--- config.mk ---
export PLATFORM = sky130hd
export DESIGN_NAME = ir_mode_ctl
export DESIGN_NICKNAME = d
export VERILOG_FILES = /design/src/hdl/ir_ctl_pkg.sv /design/src/hdl/ir_mode_ctl.sv /design/src/hdl/ir_sync2.sv
export SDC_FILE = /design/constraint.sdc
export NUM_CORES = 1
export LEC_CHECK = 0
export BUFFER_PORTS_ARGS = -buffer_cell sky130_fd_sc_hd__buf_2
export CORE_MARGIN = 2
export CORE_UTILIZATION = 55
export DETAILED_ROUTE_END_ITERATION = 7
export PLACE_DENSITY = 0.87
export SYNTH_ARGS = -nofsm -noshare
export SYNTH_HDL_FRONTEND = slang
export SYNTH_SLANG_ARGS = --single-unit
--- constraint.sdc ---
create_clock -name core_clk -period 3.3 [get_ports core_clk]
set_clock_uncertainty 0.15 [all_clocks]
set_input_delay 0 -clock core_clk [delete_from_list [all_inputs] [get_ports core_clk]]
set_output_delay 0 -clock core_clk [all_outputs]
set_load 0.03 [all_outputs]
--- src/hdl/ir_ctl_pkg.sv ---
package ir_ctl_pkg;
   localparam int CLK_PERIOD_NS = 8;
   // timing figures in their own units
   localparam int SHUTDOWN_PULSE_MIN_US = 30;
   localparam int SD_SETUP_MIN_NS       = 200;
   localparam int RC_PULSE_MIN_NS       = 200;
   localparam int PROG_PULSE_MAX_NS     = 5000;
   localparam int BW_SETUP_MIN_NS       = 50;
   localparam int LATCH_HOLD_MIN_NS     = 50;
   // least times round up, longest round down
   localparam int SHUTDOWN_CYC = (SHUTDOWN_PULSE_MIN_US * 1000 + CLK_PERIOD_NS - 1) / CLK_PERIOD_NS;
   localparam int SETUP_CYC    = (SD_SETUP_MIN_NS + CLK_PERIOD_NS - 1) / CLK_PERIOD_NS;
   localparam int RC_CYC       = (RC_PULSE_MIN_NS + CLK_PERIOD_NS - 1) / CLK_PERIOD_NS;
   localparam int PROG_MAX_CYC = PROG_PULSE_MAX_NS / CLK_PERIOD_NS;
   localparam int BW_CYC       = (BW_SETUP_MIN_NS + CLK_PERIOD_NS - 1) / CLK_PERIOD_NS;
   localparam int HOLD_CYC     = (LATCH_HOLD_MIN_NS + CLK_PERIOD_NS - 1) / CLK_PERIOD_NS;
   localparam int CNT_W        = 13;

   typedef enum logic [1:0] {
      MODE_SIR = 2'h0,
      MODE_FAST = 2'h1,
      MODE_RC = 2'h2
   } ir_mode_t;

   typedef enum logic [2:0] {
      ST_IDLE  = 3'h0,
      ST_SETUP = 3'h1,
      ST_RCPUL = 3'h3,
      ST_BW    = 3'h2,
      ST_HOLD  = 3'h6,
      ST_SHDN  = 3'h7,
      ST_GAP   = 3'h5
   } prog_state_t;
endpackage : ir_ctl_pkg

--- src/hdl/ir_mode_ctl.sv ---
`timescale 1ns/1ns
// Summary of operation
// - program mode by shutdown plus transmit pulse (with TWO_PIN set, prog_req is ignored and no programming runs)
// - shutdown high 30 us means full shutdown
// - programming pulse no longer than 5 us
// - raise shutdown 200 ns before transmit acts
// - 200 ns transmit pulse selects remote drive
// - bandwidth level set 50 ns before latch
// - hold inputs 50 ns after latching edge
// - never drive both transmit inputs high
module ir_mode_ctl #(
   parameter int SHUTDOWN_CYCLES = ir_ctl_pkg::SHUTDOWN_CYC,
   parameter bit TWO_PIN         = 1'b0
) (
   input  wire logic      core_clk,
   input  wire logic      srst,
   input  wire logic      prog_req,
   input  wire logic [1:0] prog_mode,
   output logic           prog_busy,
   input  wire logic      shdn_req,
   input  wire logic      ir_data,
   input  wire logic      rc_data,
   output logic [1:0]     cur_mode,
   output logic           rx_data,
   output logic           shutdown_in,
   output logic           ir_tx_input,
   output logic           rc_tx_input,
   input  wire logic      rx_pin
);
   localparam int CW = ir_ctl_pkg::CNT_W;

   ir_ctl_pkg::prog_state_t state_r;
   ir_ctl_pkg::prog_state_t state_nxt;
   ir_ctl_pkg::ir_mode_t    cur_mode_r;
   ir_ctl_pkg::ir_mode_t    cur_mode_nxt;
   ir_ctl_pkg::ir_mode_t    tgt_mode_r;
   ir_ctl_pkg::ir_mode_t    tgt_mode_nxt;
   logic [CW-1:0]           cnt_r;
   logic [CW-1:0]           cnt_nxt;
   logic [CW-1:0]           sd_prog_cnt_r;
   logic [CW-1:0]           sd_prog_cnt_nxt;
   logic                    sd_r;
   logic                    sd_nxt;
   logic                    ir_r;
   logic                    ir_nxt;
   logic                    rc_r;
   logic                    rc_nxt;
   logic                    rx_sync;
   logic                    setup_done;
   logic                    rc_done;
   logic                    bw_done;
   logic                    hold_done;
   logic                    shdn_done;
   logic                    cnt_full;
   logic                    bw_level;
   logic                    rc_pulse;
   logic                    prog_window;
   logic                    start_prog;
   logic                    single_tx;
   logic                    two_ir;
   logic                    two_rc;

   // true on the last cycle of a phase lasting lim cycles
   function automatic logic cnt_at(input logic [CW-1:0] cnt, input int lim);
      cnt_at = (cnt == CW'(lim - 1));
   endfunction : cnt_at

   // an unknown request code falls back to the slow mode
   function automatic ir_ctl_pkg::ir_mode_t legal_mode(input logic [1:0] m);
      if (m == ir_ctl_pkg::MODE_FAST) begin
         legal_mode = ir_ctl_pkg::MODE_FAST;
      end else if (m == ir_ctl_pkg::MODE_RC) begin
         legal_mode = ir_ctl_pkg::MODE_RC;
      end else begin
         legal_mode = ir_ctl_pkg::MODE_SIR;
      end
   endfunction : legal_mode

   ir_sync2 sync_u (
      .core_clk (core_clk),
      .srst     (srst),
      .d        (rx_pin),
      .q        (rx_sync)
   );

   // phase ends, all counted in whole clocks rounded up
   assign setup_done = cnt_at(cnt_r, ir_ctl_pkg::SETUP_CYC);
   assign rc_done    = cnt_at(cnt_r, ir_ctl_pkg::RC_CYC);
   assign bw_done    = cnt_at(cnt_r, ir_ctl_pkg::BW_CYC);
   assign hold_done  = cnt_at(cnt_r, ir_ctl_pkg::HOLD_CYC);
   // shutdown stays up while requested, never shorter than the minimum
   assign shdn_done  = (cnt_r >= CW'(SHUTDOWN_CYCLES - 1)) && !shdn_req;
   assign cnt_full   = &cnt_r;

   assign bw_level    = (tgt_mode_r == ir_ctl_pkg::MODE_FAST);
   assign rc_pulse    = (tgt_mode_r == ir_ctl_pkg::MODE_RC);
   assign start_prog  = prog_req && !TWO_PIN;
   assign prog_window = (state_nxt == ir_ctl_pkg::ST_SETUP) ||
                        (state_nxt == ir_ctl_pkg::ST_RCPUL) ||
                        (state_nxt == ir_ctl_pkg::ST_BW);

   // one pin carries whichever source the latched mode selects
   assign single_tx = (cur_mode_nxt == ir_ctl_pkg::MODE_RC) ? rc_data : ir_data;
   // both high would leave the device dark, so neither is sent
   assign two_ir    = ir_data && !rc_data;
   assign two_rc    = rc_data && !ir_data;

   assign cnt_nxt         = (state_nxt != state_r) ? '0 : (cnt_full ? cnt_r : cnt_r + CW'(1));
   assign sd_prog_cnt_nxt = prog_window ? sd_prog_cnt_r + CW'(1) : '0;

   assign tgt_mode_nxt = (state_r == ir_ctl_pkg::ST_IDLE && state_nxt == ir_ctl_pkg::ST_SETUP) ?
                         legal_mode(prog_mode) : tgt_mode_r;

   assign cur_mode_nxt = (state_r == ir_ctl_pkg::ST_SHDN) ? ir_ctl_pkg::MODE_SIR :
                         (state_r == ir_ctl_pkg::ST_HOLD && hold_done) ? tgt_mode_r :
                         cur_mode_r;

   assign prog_busy   = (state_r != ir_ctl_pkg::ST_IDLE);
   assign cur_mode    = cur_mode_r;
   assign shutdown_in = sd_r;
   assign ir_tx_input = ir_r;
   assign rc_tx_input = rc_r;
   assign rx_data     = rx_sync;

   always_comb begin
      state_nxt = state_r;
      unique case (state_r)
         ir_ctl_pkg::ST_IDLE: begin
            // shutdown wins over a programming request
            if (shdn_req) begin
               state_nxt = ir_ctl_pkg::ST_SHDN;
            end else if (start_prog) begin
               state_nxt = ir_ctl_pkg::ST_SETUP;
            end
         end
         ir_ctl_pkg::ST_SETUP: begin
            if (setup_done) begin
               state_nxt = ir_ctl_pkg::ST_RCPUL;
            end
         end
         ir_ctl_pkg::ST_RCPUL: begin
            if (rc_done) begin
               state_nxt = ir_ctl_pkg::ST_BW;
            end
         end
         ir_ctl_pkg::ST_BW: begin
            if (bw_done) begin
               state_nxt = ir_ctl_pkg::ST_HOLD;
            end
         end
         ir_ctl_pkg::ST_HOLD: begin
            if (hold_done) begin
               state_nxt = ir_ctl_pkg::ST_IDLE;
            end
         end
         ir_ctl_pkg::ST_SHDN: begin
            if (shdn_done) begin
               state_nxt = ir_ctl_pkg::ST_IDLE;
            end
         end
         default: begin
            state_nxt = ir_ctl_pkg::ST_IDLE;
         end
      endcase
   end

   // pins follow the next state so they line up with state_r
   always_comb begin
      sd_nxt = 1'h0;
      ir_nxt = 1'h0;
      rc_nxt = 1'h0;
      unique case (state_nxt)
         ir_ctl_pkg::ST_SETUP: begin
            sd_nxt = 1'h1;
         end
         ir_ctl_pkg::ST_RCPUL: begin
            sd_nxt = 1'h1;
            ir_nxt = rc_pulse;
         end
         ir_ctl_pkg::ST_BW: begin
            sd_nxt = 1'h1;
            ir_nxt = bw_level;
         end
         ir_ctl_pkg::ST_HOLD: begin
            ir_nxt = bw_level;
         end
         ir_ctl_pkg::ST_SHDN: begin
            sd_nxt = 1'h1;
         end
         ir_ctl_pkg::ST_IDLE: begin
            if (TWO_PIN) begin
               ir_nxt = two_ir;
               rc_nxt = two_rc;
            end else begin
               ir_nxt = single_tx;
            end
         end
         default: begin
            sd_nxt = 1'h0;
         end
      endcase
   end

   always_ff @(posedge core_clk) begin
      if (srst) begin
         state_r    <= ir_ctl_pkg::ST_IDLE;
         cur_mode_r <= ir_ctl_pkg::MODE_SIR;
         tgt_mode_r <= ir_ctl_pkg::MODE_SIR;
      end else begin
         state_r    <= state_nxt;
         cur_mode_r <= cur_mode_nxt;
         tgt_mode_r <= tgt_mode_nxt;
      end
   end

   always_ff @(posedge core_clk) begin
      if (srst) begin
         cnt_r         <= '0;
         sd_prog_cnt_r <= '0;
      end else begin
         cnt_r         <= cnt_nxt;
         sd_prog_cnt_r <= sd_prog_cnt_nxt;
      end
   end

   always_ff @(posedge core_clk) begin
      if (srst) begin
         sd_r <= 1'h0;
         ir_r <= 1'h0;
         rc_r <= 1'h0;
      end else begin
         sd_r <= sd_nxt;
         ir_r <= ir_nxt;
         rc_r <= rc_nxt;
      end
   end

   a_reset_slow_mode: assert property (
      @(posedge core_clk) srst |=> cur_mode_r == ir_ctl_pkg::MODE_SIR
   ) else $error("mode not slow after reset");

   a_setup_quiet: assert property (
      @(posedge core_clk) disable iff (srst)
      state_r == ir_ctl_pkg::ST_SETUP |-> sd_r && !ir_r
   ) else $error("transmit moved during shutdown setup");

   a_rc_pulse_drive: assert property (
      @(posedge core_clk) disable iff (srst)
      state_r == ir_ctl_pkg::ST_RCPUL |-> sd_r && (ir_r == rc_pulse)
   ) else $error("remote pulse phase drives wrong level");

   a_bw_stable: assert property (
      @(posedge core_clk) disable iff (srst)
      (state_r == ir_ctl_pkg::ST_BW && $past(state_r) == ir_ctl_pkg::ST_BW) |-> sd_r && $stable(ir_r)
   ) else $error("bandwidth level moved before latch");

   a_latch_hold: assert property (
      @(posedge core_clk) disable iff (srst)
      state_r == ir_ctl_pkg::ST_HOLD |-> !sd_r && $stable(ir_r)
   ) else $error("transmit moved inside hold time");

   a_prog_pulse_max: assert property (
      @(posedge core_clk) disable iff (srst)
      sd_prog_cnt_r <= CW'(ir_ctl_pkg::PROG_MAX_CYC)
   ) else $error("programming pulse too long");

   a_prog_pulse_min: assert property (
      @(posedge core_clk) disable iff (srst)
      (state_r == ir_ctl_pkg::ST_BW && bw_done) |-> sd_prog_cnt_r > CW'(ir_ctl_pkg::SETUP_CYC + ir_ctl_pkg::RC_CYC)
   ) else $error("programming pulse too short");

   a_shutdown_drive: assert property (
      @(posedge core_clk) disable iff (srst)
      state_r == ir_ctl_pkg::ST_SHDN |-> sd_r && !ir_r && !rc_r
   ) else $error("shutdown pins wrong");

   a_shutdown_min: assert property (
      @(posedge core_clk) disable iff (srst)
      (state_r == ir_ctl_pkg::ST_SHDN && state_nxt == ir_ctl_pkg::ST_IDLE) |-> cnt_r >= CW'(SHUTDOWN_CYCLES - 1)
   ) else $error("shutdown pulse too short");

   a_shutdown_default: assert property (
      @(posedge core_clk) disable iff (srst)
      state_r == ir_ctl_pkg::ST_SHDN |=> cur_mode_r == ir_ctl_pkg::MODE_SIR
   ) else $error("shutdown kept a programmed mode");

   a_two_pin_excl: assert property (
      @(posedge core_clk) disable iff (srst)
      !(ir_r && rc_r)
   ) else $error("both transmit pins high");

   a_single_pin_only: assert property (
      @(posedge core_clk) disable iff (srst)
      !TWO_PIN |-> !rc_r
   ) else $error("remote pin used in single pin operation");

   a_two_pin_follow: assert property (
      @(posedge core_clk) disable iff (srst)
      (TWO_PIN && state_r == ir_ctl_pkg::ST_IDLE && !$past(srst)) |->
         (ir_r == $past(two_ir)) && (rc_r == $past(two_rc))
   ) else $error("two pin drive does not follow data");

   a_mode_hold: assert property (
      @(posedge core_clk) disable iff (srst)
      (state_r != ir_ctl_pkg::ST_SHDN && state_r != ir_ctl_pkg::ST_HOLD) |=> $stable(cur_mode_r)
   ) else $error("mode changed without programming");

   c_rc_latched: cover property (
      @(posedge core_clk) disable iff (srst)
      state_r == ir_ctl_pkg::ST_HOLD && tgt_mode_r == ir_ctl_pkg::MODE_RC
   );

   c_fast_latched: cover property (
      @(posedge core_clk) disable iff (srst)
      state_r == ir_ctl_pkg::ST_HOLD && tgt_mode_r == ir_ctl_pkg::MODE_FAST
   );

   c_shutdown_done: cover property (
      @(posedge core_clk) disable iff (srst)
      state_r == ir_ctl_pkg::ST_SHDN ##1 state_r == ir_ctl_pkg::ST_IDLE
   );

   c_two_pin_remote: cover property (
      @(posedge core_clk) disable iff (srst)
      TWO_PIN && rc_r
   );
endmodule : ir_mode_ctl

--- src/hdl/ir_sync2.sv ---
`timescale 1ns/1ns
module ir_sync2 (
   input  wire logic core_clk,
   input  wire logic srst,
   input  wire logic d,
   output logic      q
);
   logic meta_r;
   always_ff @(posedge core_clk) begin
      if (srst) begin
         meta_r <= 1'b0;
         q      <= 1'b0;
      end else begin
         meta_r <= d;
         q      <= meta_r;
      end
   end
endmodule : ir_sync2
# After elaboration in Yosys (flattened, before gate mapping)
# Index checks and enable logic that the tools add are counted.
totals:
  elab_cells: 54
  reg_bits: 24
classes:
  mux: 15
  add_sub_neg: 1
  n_reduce_logical: 11
  eq_ne: 18
  magnitude_cmp: 1
ops:
  columns: ["cell", "n"]
  rows:
  - ["two-way mux 3 bit", 7]
  - ["one-hot mux 3 bit (6 select lines)", 1]
  - ["adder 13 x 1 -> 13 bit (second input constant)", 1]
  - ["== test 13 x 3 -> 1 bit (second input constant)", 1]
  - ["== test 13 x 5 -> 1 bit (second input constant)", 1]
  - [">= comparator 13 x 12 -> 1 bit (second input constant)", 1]
  - ["AND reduction 13 bit", 1]
  - ["== test 3 x 2 -> 1 bit (second input constant)", 4]
  - ["== test 3 bit (second input constant)", 4]
  - ["two-way mux 2 bit", 4]
  - ["== test 2 bit (second input constant)", 3]
  - ["== test 3 x 1 -> 1 bit (second input constant)", 2]
  - ["zero test 3 bit", 2]
  - ["== test 2 x 1 -> 1 bit (second input constant)", 2]
  - ["OR reduction 2 bit", 2]
  - ["OR reduction 4 bit", 1]
  - ["logical AND 1 bit", 3]
  - ["inequality test 3 bit", 1]
  - ["one-hot mux 1 bit (3 select lines)", 1]
  - ["nonzero test 3 bit", 1]
  - ["two-way mux 1 bit", 2]
  - ["zero test 1 bit", 1]

# Depth between registers and ports, before layout
# Gate-level depths: netlist of the first run.
logic_depth:
  depth_word: 7
  ltp_mapped: 9
  mapped_depth_nobuf: 8

# By module
# A second synthesis of the first run with hierarchy kept.
unflattened:
  hier_cells: 162
  area_unflattened_um2: 1336.3
by_module_without_submodules:
  columns: ["module", "area_per_inst_um2", "cells_each", "instances", "seq_area_each_um2"]
  rows:
  - ["ir_mode_ctl", 1283.7, 158, 1, 440.4]
  - ["ir_sync2", 52.6, 4, 1, 40.0]

# Worst setup path after synthesis of the first run
# Ideal clock, no wire load.
synth_path:
  path_kind: "register to register"
  start: "reg cnt_r[0]"
  end: "reg tgt_mode_r[0]"
  period_less_slack_ps: 2296
  path_slack_ps: 1004
  required_ps: 3036
  path_stages_with_launch: 9
  setup_time_ps: 114
  t_arrival_ps: 2032
  path_cell_list: "dfxtp_1 inv_1 ha_1 or4bb_1 o31ai_4 o211ai_4 or3b_4 mux2i_1 nor2_1"
synth_via:
  elab_chain_cells: 6
  elab_cells_between_ends: 12
  cone_classes: "order compare: 1; eq/ne: 3; mux: 6; reduce/logical: 2"
synth_rtl:
  columns: ["item", "line_no", "rtl"]
  rows:
  - ["from (decl)", "ir_mode_ctl.sv:38", "logic [CW-1:0] cnt_r;"]
  - ["from (signal assigned)", "ir_mode_ctl.sv:221", "cnt_r <= cnt_nxt;"]
  - [">= comparator 13 x 12 -> 1 bit", "ir_mode_ctl.sv:92", "assign shdn_done = (cnt_r >= CW'(SHUTDOWN_CYCLES - 1)) && !shdn_req;"]
  - ["logical AND 1 bit", "ir_mode_ctl.sv:92", null]
  - ["two-way mux 3 bit", "ir_mode_ctl.sv:157", "if (shdn_done) begin"]
  - ["one-hot mux 3 bit (6 select lines) *", "ir_mode_ctl.sv:127", "unique case (state_r)"]
  - ["== test 3 x 1 -> 1 bit *", "ir_mode_ctl.sv:111", "assign tgt_mode_nxt = (state_r == ir_ctl_pkg::ST_IDLE && state_nxt == ir_ctl_pkg::ST_SETUP) ?"]
  - ["logical AND 1 bit *", "ir_mode_ctl.sv:111", null]
  - ["to (signal assigned)", "ir_mode_ctl.sv:208", "tgt_mode_r <= ir_ctl_pkg::MODE_SIR;"]
  - ["to (signal assigned)", "ir_mode_ctl.sv:212", "tgt_mode_r <= tgt_mode_nxt;"]
  - ["to (decl)", "ir_mode_ctl.sv:36", "ir_ctl_pkg::ir_mode_t tgt_mode_r;"]
# Mark *: on every way between the ends. The rest lies on a longest branch, timed or not.
# A chain may end at the register's enable or synchronous reset.

# Final worst setup path of the first run
layout_path:
  start: "reg cnt_r[0]"
  end: "reg cnt_r[7]"
layout_via:
  elab_chain_cells: 6
  elab_cells_between_ends: 14
  cone_classes: "add/sub: 1; order compare: 1; eq/ne: 3; mux: 6; reduce/logical: 3"
layout_rtl:
  columns: ["item", "line_no", "rtl"]
  rows:
  - [">= comparator 13 x 12 -> 1 bit", "ir_mode_ctl.sv:92", null]
  - ["logical AND 1 bit", "ir_mode_ctl.sv:92", null]
  - ["two-way mux 3 bit", "ir_mode_ctl.sv:157", null]
  - ["one-hot mux 3 bit (6 select lines)", "ir_mode_ctl.sv:127", null]
  - ["inequality test 3 bit", "ir_mode_ctl.sv:108", "assign cnt_nxt = (state_nxt != state_r) ? '0 : (cnt_full ? cnt_r : cnt_r + CW'(1));"]
  - ["OR reduction 2 bit (no line)", null, null]
# Several ways; a longest one is shown, not always the timed one.

==> results of run 1 <==
-- worst max-delay path: cells and delay by family, from the launching register on --
family	cells	cell delay, ns
and+or+nand+nor	4	0.92
AOI/OAI and AO/OA	2	0.73
DFF	1	0.39
adders and majority gates	1	0.14
buffers and inverters	1	0.12
-- cell type report --
type / instances / area, µm² / area share, %
multi-input cells: 123 / 830.8 / 53.59
flip-flops and latches: 24 / 480.5 / 30.99
repair buffers: 20 / 130.1 / 8.394
well taps: 30 / 37.54 / 2.421
clock inverters: 1 / 30.03 / 1.937
clock buffers: 3 / 22.52 / 1.453
inverters: 5 / 18.77 / 1.211
-- cells by family after synthesis --
group / synth area share (%)
AND/OR/NAND/NOR: 30.49
adder cells (fa/ha/maj): 3.630
other: 0.2720
XOR/XNOR: 6.353
AO/OA/AOI/OAI: 16.61
buffers and inverters: 4.899
multiplexers: 2.904
flip-flops: 34.85
-- power by group through the flow --
| stage | Sequential, µW | Combinational, µW | Clock (µW) |
|---|---|---|---|
| after CTS | 331 | 159 | 216 |
| after floorplan | 338 | 122 | 0 |
| after detailed placement | 338 | 153 | 0 |
| final | 332 | 161 | 217 |
| after global routing | 335 | 174 | 224 |
| after global placement | 335 | 146 | 0 |
-- path summary, 6_finish.rpt --
| check | from | to | slack [ns] | depth (start not counted) |
|---|---|---|---|---|
| worst min-delay path | rc_data | ir_tx_input$_SDFF_PP0_ | 0.02 | 5 |
| worst max register to register | cnt_r[0]$_SDFFE_PP0N_ | cnt_r[7]$_SDFFE_PP0N_ | 0.73 | 8 |
| worst min register to register | sync_u.meta_r$_SDFF_PP0_ | sync_u.q$_SDFF_PP0_ | 0.31 | 1 |
| worst max-delay path | cnt_r[0]$_SDFFE_PP0N_ | cnt_r[7]$_SDFFE_PP0N_ | 0.73 | 8 |
-- sequential cells by signal (all words and copies together), names as in the netlist --
register,flops
tgt_mode_r,2
sync_u.q,1
shutdown_in,1
cnt_r,13
ir_tx_input,1
state_r,3
cur_mode,2
sync_u.meta_r,1
-- metrics by stage --
stage / util (%) / std cells / hold WS, ns / setup WS, ns
after floorplan: - / 158 / -0.07839 / 1.004
after global placement: 59.10 / 196 / 0.05801 / 0.9592
after detailed placement: 59.10 / 196 / 0.07706 / 0.7859
after CTS: 63.73 / 206 / 0.02189 / 0.7660
after global routing: 63.73 / 206 / 0.07340 / 0.6498
final: 63.73 / 206 / 0.02133 / 0.7349
-- layout by cell type, fill, tap and decap left out, types with 2 or more instances in the layout --
cell,Yosys,layout
sky130_fd_sc_hd__dfxtp_1,24,24
sky130_fd_sc_hd__nor2_1,20,20
sky130_fd_sc_hd__nand2_1,14,14
sky130_fd_sc_hd__buf_2,1,14
sky130_fd_sc_hd__a21oi_1,10,10
sky130_fd_sc_hd__xor2_1,7,7
sky130_fd_sc_hd__o21ai_0,6,6
sky130_fd_sc_hd__dlygate4sd3_1,0,6
sky130_fd_sc_hd__inv_1,5,5
sky130_fd_sc_hd__nand3_1,5,5
sky130_fd_sc_hd__mux2i_1,4,4
sky130_fd_sc_hd__nand4_1,4,4
sky130_fd_sc_hd__nor2b_1,4,4
sky130_fd_sc_hd__ha_1,4,4
sky130_fd_sc_hd__or3_1,3,3
sky130_fd_sc_hd__or4_4,3,3
sky130_fd_sc_hd__nor3_1,3,3
sky130_fd_sc_hd__xnor2_1,3,3
sky130_fd_sc_hd__clkbuf_4,0,3
sky130_fd_sc_hd__and4_1,2,2
sky130_fd_sc_hd__and3_1,2,2
sky130_fd_sc_hd__a31oi_1,2,2
sky130_fd_sc_hd__nand2b_1,2,2
-- metal layers --
metal	wire length (µm)	vias up	part of all wire (%)
met1	1254	569	42
met2	1537	48	52
met4	20	0	0.68
li1	-	597	-
met3	147	4	5.0
met5	0	-	0
==> flow_summary_export.csv, run 1 <==
group,metric,value,unit
status,run_status,"finished clean",
global_route,antenna_found_initial,0,
global_route,grt_start_max_net_pins,15,
floorplan,placement_rows,18,
global_route,globalRoute.busiestLayer,"met2",
yosys,synth_cell_type_count,50,
clocking,tritoncts.num_buffers,3,
setup_path,startpoint_type,"flip-flop",
detailed_routing,detail_route.vias_per_cell,5.913,
global_route,wire_length_of_the_first_global_routing_pass,4623,µm
final_layout,final_net_count,190,
yosys,yosysMostFrequentCell,"sky130_fd_sc_hd__dfxtp_1",
yosys,synthesis.area_per_instance,8.727,µm²
global_route,grt_util_met1,25.00,%
detailed_routing,number_of_iterations_in_the_first_detailed_routing_pass,4,
yosys,mappedNetlistArea,0.001379,mm²
setup_path,critPathArrivalTime,2.62,ns
global_route,gr-usage-all-layers,21.41,%
yosys,synth_top_flop_cell,"sky130_fd_sc_hd__dfxtp_1",
sta,setup_viol_count_final,0,
yosys,synth_top_area_share,34.85,%
global_route,grt.met2_usage,37.40,%
sta,rsz0062_at_grt,"false",
detailed_routing,drtIter0Drc,36,
power,p_per_area,458.2,mW/mm²
detailed_routing,routedWlPerCell,14.36,µm
sta,report.final.slew_viol_count,0,
setup_path,crit_path_cell_trace,"inv_1, ha_1, or4bb_1, o31ai_4, nand2_1, nand4_1, a221o_1, nor2_1",
final_layout,insertedDiodeCount,0,
detailed_routing,vias,1218,
floorplan,ios,16,
power,power.clock.fraction,30.6,%
yosys,ys_seq_area_share,34.85,%
clocking,clkSlewWorstSetupHoldPaths,0.14,ns
placed_design,dp_hpwl,2114,µm
power,sequential_power_share,46.7,%
sta,report.final.hold_viol_count,0,
yosys,syn-num-nets,171,
setup_path,crit_fanout,13,
yosys,fraction_of_registers_with_async_set_or_reset_after_synthesis,0,%
global_route,remaining_global_route_overflow,0,
power,vdd.ir_drop.worst,0.2621,mV
floorplan,coreArea,0.002432,mm²
yosys,post-synth-top-area-cell,"sky130_fd_sc_hd__dfxtp_1",
flow_run,max-cap-violations,0,
setup_path,slowest_stage,"sky130_fd_sc_hd__or4bb_1",
power,power.internal,498.1,µW
global_route,groute.layer.met3.usage,3.611,%
setup_path,worst-endpoint-required,3.35,ns
detailed_routing,drc_errors,0,
clocking,post_cts_buffers,0,
yosys,synth.ff_latch_count,24,
placed_design,gp_congestion,0.8444,
final_layout,drive_above_1_share,17.61,%
setup_path,timing_worst_setup_path_type,"reg -> reg",
clocking,clock_tree.htree_level_count,1,
clocking,clockBufferDepth,2,
detailed_routing,final_antenna_net_count,0,
setup_path,crit_path_max_incr_delay,0.57,ns
sta,timing.setup.tns,0,ns
clocking,cts.repair.resized,0,
yosys,postSynthCellCount,158,
sta,share_of_the_cycle_needed_by_the_critical_path_after_routing,77.73,%
floorplan,floorplan.die_area,0.002924,mm²
power,total_power,710.3,µW
global_route,number_of_global_route_vias_before_repair,1156,
clocking,clock_sink_count,24,
placed_design,count_of_input_and_output_buffers,14,
power,switching_power,212.2,µW
detailed_routing,total_length_of_routed_wires,2959,µm
final_layout,area_delta_synth_final,12.43,%
final_layout,num-fill-cells,200,
yosys,synth.yosys.warnings,0,
clocking,clock_tree_from_tritoncts,"yes",
setup_path,cp-end-kind,"flip-flop",
sta,post-route-min-period,2.565,ns
yosys,synth.top_cells.by_count,"sky130_fd_sc_hd__dfxtp_1, sky130_fd_sc_hd__nor2_1, sky130_fd_sc_hd__nand2_1, sky130_fd_sc_hd__a21oi_1, sky130_fd_sc_hd__xor2_1",
clocking,cts_root_buffer,"sky130_fd_sc_hd__clkbuf_4",
power,p_leak,0.0006043,µW
yosys,number_of_enable_type_register_cells_in_the_synthesized_netlist,0,
final_layout,final_area,0.001550,mm²
clocking,cts.hold.buffers_added,6,
floorplan,die_width,54.07,µm
power,power.share.combinational,22.7,%
floorplan,initial_core_util,56.69,%
clocking,later_pin_clock_latency_in_the_skew_report,0.32,ns
placed_design,postPlaceCellArea,0.001438,mm²
sta,fmax,389.9,MHz
power,switching_part_of_the_total,29.87,%
yosys,synth.top_cells.by_area,"sky130_fd_sc_hd__dfxtp_1, sky130_fd_sc_hd__nor2_1, sky130_fd_sc_hd__xor2_1",
hold_path,hold_path.class,"in -> reg",
floorplan,die_h,54.07,µm
(Power assumes the default switching activity.)
==> run 2, diff against run 1 <==
- CORE_UTILIZATION: 55 -> 51
- PLACE_DENSITY: 0.87 -> 0.85
- clock period: 3.3 -> 2.21 ns (I/O delays scaled with it)
==> run 2 against run 1 <==
  * The run now ends with negative hold slack, negative setup slack left
  * Count of clock-buffer cells in the layout did not move
  * Combinational power rose by 110%
  * Non-clock buffer count rose by 26
  * Cell count rose by 13%
  * Hold slack got worse by 0.20 ns
  * Total power rose by 62%
  * First-iteration DRC count rose by 94%
  * Final area rose by 15%
  * Register-to-register slack got worse by 0.84 ns
  * Via count rose by 12%
==> flow_summary_export.csv, run 2 (same netlist as run 1, synthesis figures left out) <==
group,metric,value,unit
detailed_routing,total_length_of_routed_wires,3484,µm
sta,report.final.slew_viol_count,0,
setup_path,timing_worst_setup_path_type,"reg -> reg",
setup_path,startpoint,"cnt_r[0]$_SDFFE_PP0N_",
power,vdd.ir_drop.worst,0.6398,mV
final_layout,drive_above_1_share,33.17,%
setup_path,crit_fanout,3,
setup_path,critPathArrivalTime,2.40,ns
floorplan,placement_rows,18,
clocking,later_pin_clock_latency_in_the_skew_report,0.33,ns
detailed_routing,final_antenna_net_count,0,
sta,layout_setup_ws,-0.1036,ns
setup_path,worst-endpoint-required,2.30,ns
power,sequential_power_share,42.5,%
hold_path,worstHoldStart,"srst",
detailed_routing,routedWlPerCell,15.02,µm
sta,fmax,432.2,MHz
detailed_routing,drtIter0Drc,70,
status,run_status,"finished, violations left",
placed_design,count_of_input_and_output_buffers,14,
sta,post-route-min-period,2.314,ns
clocking,clockBufferDepth,2,
detailed_routing,wl_met3,175,µm
final_layout,largest_register_ff_count,13,
detailed_routing,top_layer_used,"met4",
clocking,cts.hold.buffers_added,3,
setup_path,critPathTopFamily,"simple AND/OR/NAND/NOR gates",
setup_path,cp-end-kind,"flip-flop",
sta,timing.setup.tns,-1.014,ns
power,switching_part_of_the_total,30.06,%
detailed_routing,vias,1370,
global_route,wire_length_of_the_first_global_routing_pass,5968,µm
detailed_routing,detail_route.vias_per_cell,5.905,
setup_path,crit_path_cell_trace,"inv_2, ha_1, or4bb_4, o31ai_4, o211ai_4, or3b_4, mux2i_1, nor2_1",
sta,setup_viol_count_final,15,
setup_path,worst-path-buf-inv,1,
detailed_routing,number_of_iterations_in_the_first_detailed_routing_pass,4,
final_layout,reg_top3,"cnt_r x13, state_r x3",
setup_path,critical_path.reg2reg.startpoint,"cnt_r[0]$_SDFFE_PP0N_",
global_route,remaining_global_route_overflow,0,
hold_path,hold_path.class,"in -> reg",
sta,share_of_the_cycle_needed_by_the_critical_path_after_routing,104.7,%
placed_design,dp_slack,-0.1183,ns
power,switching_power,346.9,µW
setup_path,crit_path_max_incr_delay,0.47,ns
placed_design,gp_congestion,0.8763,
floorplan,initial_core_util,54.66,%
clocking,cts_root_buffer,"sky130_fd_sc_hd__clkbuf_4",
final_layout,area_delta_synth_final,29.04,%
final_layout,registers.top_by_ff_count,"cnt_r",
final_layout,final_net_count,216,
placed_design,place_inst,222,
clocking,clkSlewWorstSetupHoldPaths,0.14,ns
clocking,clock_sink_count,24,
power,p_leak,0.0007348,µW
detailed_routing,detail_route.wirelength.met1,1520,µm
status,violations,"negative hold slack, negative setup slack",
power,power.internal,807.1,µW
sta,rsz0062_at_grt,"true",
final_layout,insertedDiodeCount,0,
global_route,gr-usage-all-layers,23.46,%
global_route,grt_start_max_net_pins,15,
floorplan,die_h,56.00,µm
floorplan,floorplan.die_area,0.003135,mm²
placed_design,dp_hpwl,2346,µm
sta,holdWs,-0.1827,ns
final_layout,fin_cells,232,
detailed_routing,drc_errors,0,
sta,report.final.hold_viol_count,9,
clocking,clock_tree.htree_level_count,1,
clocking,clock_tree_from_tritoncts,"yes",
setup_path,startpoint_type,"flip-flop",
final_layout,mostFrequentLayoutCell,"sky130_fd_sc_hd__buf_4",
floorplan,ios,16,
power,p_per_area,648.6,mW/mm²
setup_path,slowest_stage,"sky130_fd_sc_hd__or4bb_4",
flow_run,max-cap-violations,0,
global_route,number_of_global_route_vias_before_repair,1293,
floorplan,coreArea,0.002522,mm²
clocking,tritoncts.num_buffers,3,
power,power.clock.fraction,28.3,%
power,power.share.combinational,29.2,%
floorplan,die_width,56.00,µm
global_route,antenna_found_initial,0,
final_layout,post-route-util,70.54,%
detailed_routing,met2_length,1660,µm
final_layout,most-common-layout-cells,"sky130_fd_sc_hd__buf_4, sky130_fd_sc_hd__dfxtp_1, sky130_fd_sc_hd__nor2_1, sky130_fd_sc_hd__buf_2, sky130_fd_sc_hd__nand2_1",
-- run 2: area by class of cell --
type	count	area [µm²]
inverters	5	18.77
well taps	30	37.54
fillers	210	743.2
multi-input cells	123	863.3
clock inverters	1	30.03
repair buffers	46	325.3
clock buffers	3	22.52
flip-flops and latches	24	481.7
-- run 2: what timing repair did --
action                                 4_1_cts  5_1_grt
setup endpoints to repair                   14       20
setup buffers                                2        1
gates resized for setup                      5        4
pin swaps                                   13        7
endpoints found under the hold margin       11        9
-- run 2: worst paths after layout --
| check | endpoint | slack, ns | cells past startpoint |
|---|---|---|---|
| worst max-delay path | tgt_mode_r[0]$_SDFFE_PP0P_ | -0.10 | 8 |
| worst min-delay path | tgt_mode_r[1]$_SDFFE_PP0P_ | -0.18 | 2 |
| worst max register to register | tgt_mode_r[0]$_SDFFE_PP0P_ | -0.10 | 8 |
| worst min register to register | cnt_r[11]$_SDFFE_PP0N_ | 0.41 | 2 |
-- run 2: metal layers --
layer | vias to the layer above | track usage (%)
li1 | 648 | -
met3 | 21 | 2.558
met1 | 635 | 29.91
met5 | - | 0
met4 | 0 | 11.90
met2 | 66 | 38.99
-- run 2: power by group through the flow --
stage               registers [µW]  clock network, µW  logic, µW
floorplan                      506                  0        183
global placement               495                  0        282
detailed placement             497                  0        294
CTS                            488                328        315
global route                   494                344        363
finish                         491                326        337
-- run 2: metrics by stage --
stage / instance area [µm²] / power, µW
after floorplan: 1384 / 689.3
after global placement: 1638 / 777.4
after detailed placement: 1638 / 790.6
after CTS: 1758 / 1132
after global routing: 1779 / 1201
final: 1779 / 1154
